==> src/common/wdcfg_pkg.sv <==
// Purpose: constants and types for the watchdog with decoded configuration
// Assumes: 20 MHz system clock, low-power rc clock arrives as a pin
// Notes: register map reached over axi4-lite, 32-bit aligned words
// Functional notes
// - enable mode 11 keeps the watchdog always running with its rc clock forced on.
// - enable mode 10 runs or stops the watchdog by the soft enable bit.
// - enable mode 01 runs the watchdog except in sleep, so also in idle, and ignores the soft enable.
// - enable mode 00 keeps the watchdog off and the soft enable reads as off.
// - window disable 1 selects non-window mode, 0 selects window mode.
// - prescaler divides the rc clock by 128 when its select is 1, else by 32.
// - the 4-bit postscaler divides further by two to the power of its code.
// - in window mode the open window is 25, 37.5, 50 or 75 percent of the period.
// - postscaler code 0000 gives 1:1, sixteen ratios in all.
// - counter and scalers clear on reset, clock switch, power-save entry or exit and clear.
// - while enabled the watchdog counts in sleep and idle and a time-out there wakes.
package wdcfg_pkg;
  localparam int ADDR_W = 8;
  localparam logic [ADDR_W-1:0] ADDR_CONFIG = 8'h00;
  localparam logic [ADDR_W-1:0] ADDR_CONTROL = 8'h04;
  localparam logic [ADDR_W-1:0] ADDR_STATUS = 8'h08;
  localparam logic [ADDR_W-1:0] ADDR_MASK = 8'h0c;
  localparam logic [ADDR_W-1:0] ADDR_COUNT = 8'h10;
  localparam logic [1:0] RESP_OKAY = 2'h0;
  localparam logic [1:0] RESP_SLVERR = 2'h2;
  localparam logic [1:0] MODE_OFF = 2'h0;
  localparam logic [1:0] MODE_ACTIVE = 2'h1;
  localparam logic [1:0] MODE_SOFT = 2'h2;
  localparam logic [1:0] MODE_ALWAYS = 2'h3;
  localparam int CFG_W = 10;
  localparam logic [CFG_W-1:0] CFG_RESET = 10'h3ff;
  localparam int CTRL_SOFT_EN = 0;
  localparam logic CTRL_RESET = 1'h0;
  localparam int ST_W = 3;
  localparam int ST_TIMEOUT = 0;
  localparam int ST_WINFAULT = 1;
  localparam int ST_WAKE = 2;
  localparam logic [ST_W-1:0] ST_RESET = 3'h0;
  localparam logic [ST_W-1:0] MASK_RESET = 3'h0;
  localparam int PRE_SHORT_LOG = 5;
  localparam int PRE_LONG_LOG = 7;
  localparam int CNT_W = 23;
  localparam int WIN_SHIFT = 3;
  localparam logic [2:0] WIN_CLOSED_25 = 3'h6;
  localparam logic [2:0] WIN_CLOSED_375 = 3'h5;
  localparam logic [2:0] WIN_CLOSED_50 = 3'h4;
  localparam logic [2:0] WIN_CLOSED_75 = 3'h2;
  localparam int COUNT_RUN_BIT = 31;
  typedef struct packed {
    logic [1:0] windowSel;
    logic [3:0] postSel;
    logic preSel;
    logic windowDisable;
    logic [1:0] enableMode;
  } wdcfg_cfg_s;
endpackage : wdcfg_pkg

==> src/design/wdcfg_top.sv <==
// Purpose: watchdog with decoded enable, window and scaler settings
// Assumes: core status levels and instruction pulses are on clk
// Notes: rc clock pin passes a three-flop synchroniser
`timescale 1ns/1ns
`default_nettype none
module wdcfg_top (
  input wire logic clk,
  input wire logic reset,
  input wire logic lowPowerRcClock,
  input wire logic sleepMode,
  input wire logic idleMode,
  input wire logic clearWdogInstr,
  input wire logic powerSaveInstr,
  input wire logic clockSwitchDone,
  output logic wdogResetReq,
  output logic wdogWake,
  output logic rcClockForceOn,
  output logic irq,
  input wire logic [wdcfg_pkg::ADDR_W-1:0] s_axi_awaddr,
  input wire logic s_axi_awvalid,
  output logic s_axi_awready,
  input wire logic [31:0] s_axi_wdata,
  input wire logic [3:0] s_axi_wstrb,
  input wire logic s_axi_wvalid,
  output logic s_axi_wready,
  output logic [1:0] s_axi_bresp,
  output logic s_axi_bvalid,
  input wire logic s_axi_bready,
  input wire logic [wdcfg_pkg::ADDR_W-1:0] s_axi_araddr,
  input wire logic s_axi_arvalid,
  output logic s_axi_arready,
  output logic [31:0] s_axi_rdata,
  output logic [1:0] s_axi_rresp,
  output logic s_axi_rvalid,
  input wire logic s_axi_rready
);
  import wdcfg_pkg::*;

  // register storage
  wdcfg_cfg_s cfg_reg;
  logic softEn_reg;
  logic [ST_W-1:0] status_reg;
  logic [ST_W-1:0] mask_reg;

  // axi write side
  logic awHeld_reg;
  logic [ADDR_W-1:0] awAddr_reg;
  logic wHeld_reg;
  logic [31:0] wData_reg;
  logic [3:0] wStrb_reg;
  logic bValid_reg;
  logic [1:0] bResp_reg;
  logic doWrite;
  logic [31:0] byteMask;
  logic [31:0] wBits;

  // axi read side
  logic rValid_reg;
  logic [31:0] rData_reg;
  logic [1:0] rResp_reg;
  logic [31:0] readWord;
  logic readHit;

  // rc clock synchroniser
  logic rcSync1_reg;
  logic rcSync2_reg;
  logic rcSync3_reg;
  logic rcLevel_reg;
  logic rcTick;

  // watchdog control
  logic powerSaved;
  logic powerSaved_reg;
  logic normalExec;
  logic wdRun;
  logic softEnEff;
  logic wdClear;
  logic winFault;
  logic timeout;
  logic windowOpen;
  logic [CNT_W-1:0] wdCount;
  logic [ST_W-1:0] statusSet;
  logic [ST_W-1:0] statusClr;
  logic wdogResetReq_reg;
  logic wdogWake_reg;

  // ---------------- rc clock pin ----------------
  always_ff @(posedge clk) begin
    if (reset) begin
      rcSync1_reg <= 1'b0;
      rcSync2_reg <= 1'b0;
      rcSync3_reg <= 1'b0;
    end else begin
      rcSync1_reg <= lowPowerRcClock;
      rcSync2_reg <= rcSync1_reg;
      rcSync3_reg <= rcSync2_reg;
    end
  end

  // level moves only when second and third stages agree
  always_ff @(posedge clk) begin
    if (reset) begin
      rcLevel_reg <= 1'b0;
    end else if (rcSync2_reg == rcSync3_reg) begin
      rcLevel_reg <= rcSync3_reg;
    end
  end

  assign rcTick = rcSync2_reg && rcSync3_reg && !rcLevel_reg;

  // ---------------- enable decode ----------------
  assign powerSaved = sleepMode || idleMode;
  assign normalExec = !powerSaved;

  always_comb begin
    unique case (cfg_reg.enableMode)
      MODE_ALWAYS: begin
        wdRun = 1'b1;
        rcClockForceOn = 1'b1;
      end
      MODE_SOFT: begin
        wdRun = softEn_reg;
        rcClockForceOn = softEn_reg;
      end
      MODE_ACTIVE: begin
        wdRun = !sleepMode;
        rcClockForceOn = !sleepMode;
      end
      MODE_OFF: begin
        wdRun = 1'b0;
        rcClockForceOn = 1'b0;
      end
    endcase
  end

  // soft enable reads as off in mode 00
  assign softEnEff = (cfg_reg.enableMode == MODE_OFF) ? 1'b0 : softEn_reg;

  always_ff @(posedge clk) begin
    if (reset) begin
      powerSaved_reg <= 1'b0;
    end else begin
      powerSaved_reg <= powerSaved;
    end
  end

  // early clear in window mode is a fault
  assign winFault = clearWdogInstr && normalExec && wdRun && !windowOpen;

  assign wdClear = clockSwitchDone || powerSaveInstr || (powerSaved != powerSaved_reg)
    || (clearWdogInstr && normalExec);

  wdcfg_counter u_counter (
    .clk(clk),
    .reset(reset),
    .tick(rcTick),
    .run(wdRun),
    .clear(wdClear),
    .cfg(cfg_reg),
    .count(wdCount),
    .timeout(timeout),
    .windowOpen(windowOpen)
  );

  // ---------------- reset and wake requests ----------------
  always_ff @(posedge clk) begin
    if (reset) begin
      wdogResetReq_reg <= 1'b0;
      wdogWake_reg <= 1'b0;
    end else begin
      wdogResetReq_reg <= (timeout && normalExec) || winFault;
      wdogWake_reg <= timeout && powerSaved;
    end
  end

  assign wdogResetReq = wdogResetReq_reg;
  assign wdogWake = wdogWake_reg;

  // ---------------- status and interrupt ----------------
  always_comb begin
    statusSet = '0;
    statusSet[ST_TIMEOUT] = timeout && normalExec;
    statusSet[ST_WINFAULT] = winFault;
    statusSet[ST_WAKE] = timeout && powerSaved;
    statusClr = '0;
    if (doWrite && awAddr_reg == ADDR_STATUS) begin
      statusClr = wBits[ST_W-1:0];
    end
  end

  // a set in the clearing cycle wins
  always_ff @(posedge clk) begin
    if (reset) begin
      status_reg <= ST_RESET;
    end else begin
      status_reg <= (status_reg & ~statusClr) | statusSet;
    end
  end

  assign irq = |(status_reg & mask_reg);

  // ---------------- axi write ----------------
  assign s_axi_awready = !awHeld_reg && !bValid_reg;
  assign s_axi_wready = !wHeld_reg && !bValid_reg;
  assign doWrite = awHeld_reg && wHeld_reg && !bValid_reg;

  always_ff @(posedge clk) begin
    if (reset) begin
      awHeld_reg <= 1'b0;
      awAddr_reg <= '0;
    end else if (s_axi_awvalid && s_axi_awready) begin
      awHeld_reg <= 1'b1;
      awAddr_reg <= s_axi_awaddr;
    end else if (doWrite) begin
      awHeld_reg <= 1'b0;
    end
  end

  always_ff @(posedge clk) begin
    if (reset) begin
      wHeld_reg <= 1'b0;
      wData_reg <= '0;
      wStrb_reg <= '0;
    end else if (s_axi_wvalid && s_axi_wready) begin
      wHeld_reg <= 1'b1;
      wData_reg <= s_axi_wdata;
      wStrb_reg <= s_axi_wstrb;
    end else if (doWrite) begin
      wHeld_reg <= 1'b0;
    end
  end

  always_comb begin
    for (int i = 0; i < 4; i++) begin
      byteMask[i*8 +: 8] = {8{wStrb_reg[i]}};
    end
    wBits = wData_reg & byteMask;
  end

  always_ff @(posedge clk) begin
    if (reset) begin
      bValid_reg <= 1'b0;
      bResp_reg <= RESP_OKAY;
    end else if (doWrite) begin
      bValid_reg <= 1'b1;
      unique case (awAddr_reg)
        ADDR_CONFIG, ADDR_CONTROL, ADDR_STATUS, ADDR_MASK, ADDR_COUNT: bResp_reg <= RESP_OKAY;
        default: bResp_reg <= RESP_SLVERR;
      endcase
    end else if (s_axi_bready) begin
      bValid_reg <= 1'b0;
    end
  end

  assign s_axi_bvalid = bValid_reg;
  assign s_axi_bresp = bResp_reg;

  always_ff @(posedge clk) begin
    if (reset) begin
      cfg_reg <= CFG_RESET;
    end else if (doWrite && awAddr_reg == ADDR_CONFIG) begin
      cfg_reg <= (cfg_reg & ~byteMask[CFG_W-1:0]) | wBits[CFG_W-1:0];
    end
  end

  // stored in every mode; mode 11 ignores a cleared bit
  always_ff @(posedge clk) begin
    if (reset) begin
      softEn_reg <= CTRL_RESET;
    end else if (doWrite && awAddr_reg == ADDR_CONTROL && wStrb_reg[0]) begin
      softEn_reg <= wData_reg[CTRL_SOFT_EN];
    end
  end

  always_ff @(posedge clk) begin
    if (reset) begin
      mask_reg <= MASK_RESET;
    end else if (doWrite && awAddr_reg == ADDR_MASK && wStrb_reg[0]) begin
      mask_reg <= wData_reg[ST_W-1:0];
    end
  end

  // ---------------- axi read ----------------
  assign s_axi_arready = !rValid_reg;

  always_comb begin
    readWord = '0;
    readHit = 1'b1;
    unique case (s_axi_araddr)
      ADDR_CONFIG: readWord[CFG_W-1:0] = cfg_reg;
      ADDR_CONTROL: readWord[CTRL_SOFT_EN] = softEnEff;
      ADDR_STATUS: readWord[ST_W-1:0] = status_reg;
      ADDR_MASK: readWord[ST_W-1:0] = mask_reg;
      ADDR_COUNT: begin
        readWord[CNT_W-1:0] = wdCount;
        readWord[COUNT_RUN_BIT] = wdRun;
      end
      default: readHit = 1'b0;
    endcase
  end

  always_ff @(posedge clk) begin
    if (reset) begin
      rValid_reg <= 1'b0;
      rData_reg <= '0;
      rResp_reg <= RESP_OKAY;
    end else if (s_axi_arvalid && s_axi_arready) begin
      rValid_reg <= 1'b1;
      rData_reg <= readWord;
      rResp_reg <= readHit ? RESP_OKAY : RESP_SLVERR;
    end else if (s_axi_rready) begin
      rValid_reg <= 1'b0;
    end
  end

  assign s_axi_rvalid = rValid_reg;
  assign s_axi_rdata = rData_reg;
  assign s_axi_rresp = rResp_reg;
endmodule : wdcfg_top
`default_nettype wire

==> src/design/wdcfg_counter.sv <==
// Purpose: prescaler, postscaler and window compare of the watchdog
// Assumes: tick is a one-cycle pulse per rc clock rising edge
// Notes: prescaler and postscaler form one tick counter
`timescale 1ns/1ns
`default_nettype none
module wdcfg_counter (
  input wire logic clk,
  input wire logic reset,
  input wire logic tick,
  input wire logic run,
  input wire logic clear,
  input wire wdcfg_pkg::wdcfg_cfg_s cfg,
  output logic [wdcfg_pkg::CNT_W-1:0] count,
  output logic timeout,
  output logic windowOpen
);
  import wdcfg_pkg::*;
  logic [CNT_W-1:0] count_reg;
  logic [CNT_W-1:0] count_next;
  logic [CNT_W-1:0] period;
  logic [CNT_W-1:0] closedEnd;
  logic [2:0] closedEighths;
  logic [4:0] shiftAmt;

  always_comb begin
    shiftAmt = 5'(cfg.postSel) + (cfg.preSel ? 5'(PRE_LONG_LOG) : 5'(PRE_SHORT_LOG));
    period = CNT_W'(1) << shiftAmt;
  end

  always_comb begin
    unique case (cfg.windowSel)
      2'h3: closedEighths = WIN_CLOSED_25;
      2'h2: closedEighths = WIN_CLOSED_375;
      2'h1: closedEighths = WIN_CLOSED_50;
      2'h0: closedEighths = WIN_CLOSED_75;
    endcase
    closedEnd = CNT_W'((period >> WIN_SHIFT) * closedEighths);
  end

  assign timeout = run && tick && (count_reg == period - CNT_W'(1));
  assign windowOpen = cfg.windowDisable || (count_reg >= closedEnd);
  assign count = count_reg;

  always_comb begin
    count_next = count_reg;
    if (clear || timeout) begin
      count_next = '0;
    end else if (run && tick) begin
      count_next = count_reg + CNT_W'(1);
    end
  end

  always_ff @(posedge clk) begin
    if (reset) begin
      count_reg <= '0;
    end else begin
      count_reg <= count_next;
    end
  end
endmodule : wdcfg_counter
`default_nettype wire

==> config.mk <==
export PLATFORM = sky130hd
export DESIGN_NAME = wdcfg_top
export DESIGN_NICKNAME = d
export VERILOG_FILES = /design/src/common/wdcfg_pkg.sv /design/src/design/wdcfg_top.sv /design/src/design/wdcfg_counter.sv
export SDC_FILE = /design/constraint.sdc
export NUM_CORES = 1
export LEC_CHECK = 0
export BUFFER_PORTS_ARGS = -buffer_cell sky130_fd_sc_hd__buf_4
export CORE_ASPECT_RATIO = 1.1
export CORE_MARGIN = 2
export CORE_UTILIZATION = 55
export DETAILED_ROUTE_END_ITERATION = 8
export GPL_TIMING_DRIVEN = 0
export MAX_ROUTING_LAYER = met4
export PLACE_DENSITY_LB_ADDON = 0.2
export SLEW_MARGIN = 40
export SYNTH_ARGS = -nofsm -noshare
export SYNTH_HDL_FRONTEND = slang
export SYNTH_SLANG_ARGS = --single-unit
==> constraint.sdc <==
create_clock -name clk -period 8.5 [get_ports clk]
set_input_delay 0.425 -clock clk [delete_from_list [all_inputs] [get_ports clk]]
set_output_delay 0.425 -clock clk [all_outputs]
set_load 0.02 [all_outputs]
==> results.toml <==
[placement]
placed_cells = 1181
place.gp.congestion = 0.975
hpwl_mm = 15.6
post_dp_cell_area_mm2 = 0.00811
port_buffers = 73

[synth]
synth-seq-cells = 97
ys_seq_area_share_pct = 26.6
synth_ff_type = "dfxtp_1"
synthArstFlopShare_pct = 0
synth_edf_count = 0
netlist_area_mm2 = 0.00730
ys_types = 72
syn_area_per_cell_um2 = 7.84
netlist_instances = 931
yosys_warnings = 0

[floorplanning]
dieArea_mm2 = 0.0142
pin_count = 110
dieHeight_um = 125
dieWidth_um = 114
initial_core_util_pct = 55.7
core-area_mm2 = 0.0131
rows = 44

[layout]
final_cell_mix = "107 x nand2_1, 97 x dfxtp_1, 93 x nor2_1, 86 x buf_4, 62 x a21oi_1"
final_common_cell = "nand2_1"
drive_gt1_share_pct = 13.9
fin_util_pct = 64.4
final_nets = 1166
syn_to_final_growth_pct = 15.6
fin_cells = 1197
diodes = 0
final_cell_area_mm2 = 0.00844

[cts]
cts_buffers = 9
htreeDepth = 3
cts_resized = 0
cts_setup_buffers = 0
cts_tree = "done"
cts-root-buf = "clkbuf_16"
cts.sinks = 97
clock_latency_ns = 0.35
clockBufferDepth = 2
clk_pin_slew_ns = 0.07
holdBufCountCts = 0

[setup_path]
cp-start-kind = "register"
cp_slowest_stage_delay_ns = 0.50
crit_path_top_delay_cell = "fa_1"
critPathArrivalTime_ns = 6.20
path_max_fanout = 10
critPathKind = "register to register"
path_common_cell = "o21ai_0"
crit_required_ns = 8.77
crit_chain = "buf_2 -> buf_2 -> buf_1 -> clkbuf_1 -> nor2_1 -> nand2_1 -> nor2_1 -> fa_1 -> ha_1 -> or3_1 -> o21a_1 -> o21ai_0 -> o21ai_0 -> a21oi_1 -> xor2_1 -> ha_1 -> nand3_1 -> nor2_1 -> nand2_1 -> a21oi_1 -> nor4_1 -> o21ai_0 -> o21ai_0"
worst_setup_path_end_kind = "register"

[drt]
ant_nets = 0
wl_mm = 19.7
vias = 6889
viasPerCell = 5.76
drc = 0
drtPass1Iterations = 5
first_iter_violations = 441
wl_per_cell_um = 16.5

[pwr]
leakage_nw = 3.57
p_clk_share_pct = 42.7
p_int_w = 0.000775
ir_drop_mv = 0.118
power.share.switching_pct = 25.1
power_frac_seq_pct = 46.1
pwr-share-comb_pct = 11.2
switchingPower_w = 0.000259
powerDensity_mw_per_mm2 = 123

[global_route]
grt_pass1_vias = 6473
grt.total_usage_pct = 28.7
grt_pass1_wl_mm = 31.9
antenna_found_initial = 0
grt-ovfl-total = 0
grt_max_degree = 18

[timing]
fmax_ghz = 0.169
slew-limit-headroom_pct = 47.5
fin_crit_sh_pct = 69.7
fin_skew_ns = 0.00785
finalSetupTns_ns = 0
fin_crit_ns = 5.93
setup_viol = 0
finalHoldViolations = 0
worst_slew_pin_slew_ns = 0.776
rsz0062_at_grt = "no"
slew_viol_final = 0

[min_path]
hold_class = "input pin to register"
min_from = "s_axi_rready"

[job]
maxCapViolCount = 0

[status]
status = "finished clean"
## worst paths after layout
| kind | end | slack [ns] | depth (start not counted) |
|---|---|---|---|
| hold reg to reg | rcSync2_reg | 0.44 | 1 |
| setup reg to reg | wdogResetReq | 2.57 | 23 |
| hold / removal | s_axi_rvalid | 0.25 | 2 |
| setup / recovery | wdogResetReq | 2.57 | 23 |
## worst max-delay path, delay by kind of cell, from the launching register on
family,cells,cell delay [ns]
compound gates,7,1.32
xor+xnor,1,0.28
fa+ha+maj,3,1.05
buf+inv,4,1.31
flops,1,0.39
simple gates,8,1.51
## cells by family after synthesis
family | Yosys count | synth area share [%]
other | 2 | 0.103
buffers and inverters | 106 | 6.60
muxes | 13 | 1.80
and+or+nand+nor | 418 | 29.0
AOI/OAI and AO/OA | 176 | 16.0
xor gates and xnor gates | 49 | 5.88
adders and majority gates | 70 | 14.0
DFF | 97 | 26.6
## metrics by stage
step | setup WS [ns] | hold slack, ns | power, W
floorplan | 3.52 | 0.414 | 0.000559
global placement | 2.39 | 0.418 | 0.000600
detailed placement | 2.58 | 0.429 | 0.000601
CTS | 2.55 | 0.252 | 0.00103
global route | 2.19 | 0.253 | 0.00107
finish | 2.57 | 0.254 | 0.00103
## synthesized netlist by cell type, types with 22 or more instances
| cell type | n | area share (%) |
|---|---|---|
| a21oi_1 | 62 | 4.3 |
| nor3_1 | 41 | 2.8 |
| ha_1 | 51 | 8.7 |
| xnor2_1 | 27 | 3.2 |
| dfxtp_1 | 97 | 27 |
| o21ai_0 | 29 | 2.0 |
| clkbuf_1 | 41 | 2.1 |
| nand3_1 | 40 | 2.7 |
| inv_1 | 37 | 1.9 |
| xor2_1 | 22 | 2.6 |
| nand2_1 | 107 | 5.5 |
| nor2_1 | 93 | 4.8 |
## power by group through the flow
stage | clock [W] | combinational, W | sequential (W)
6_report | 0.000442 | 0.000116 | 0.000477
5_1_grt | 0.000464 | 0.000128 | 0.000478
4_1_cts | 0.000442 | 0.000114 | 0.000477
3_5_place_dp | 0 | 0.000114 | 0.000487
3_3_place_gp | 0 | 0.000113 | 0.000487
2_1_floorplan | 0 | 0.0000704 | 0.000489
## per-layer routing
layer / global-route usage (%) / share of wire (%) / vias to the layer above
met1: 35.4 / 44 / 3202
met5: - / 0 / -
met2: 49.5 / 50 / 212
met4: 8.97 / 2.2 / 0
li1: - / - / 3445
met3: 2.77 / 4.4 / 30
## final cells by class
cell class	count	area, um^2
Tap cell	161	201
Clock buffer	9	225
Fill cell	1181	4660
Inverter	37	139
Clock inverter	7	101
Multi-Input combinational cell	744	4940
Timing Repair Buffer	73	548
Sequential cell	97	1940
Buffer	69	343
(Power assumes the default switching activity.)
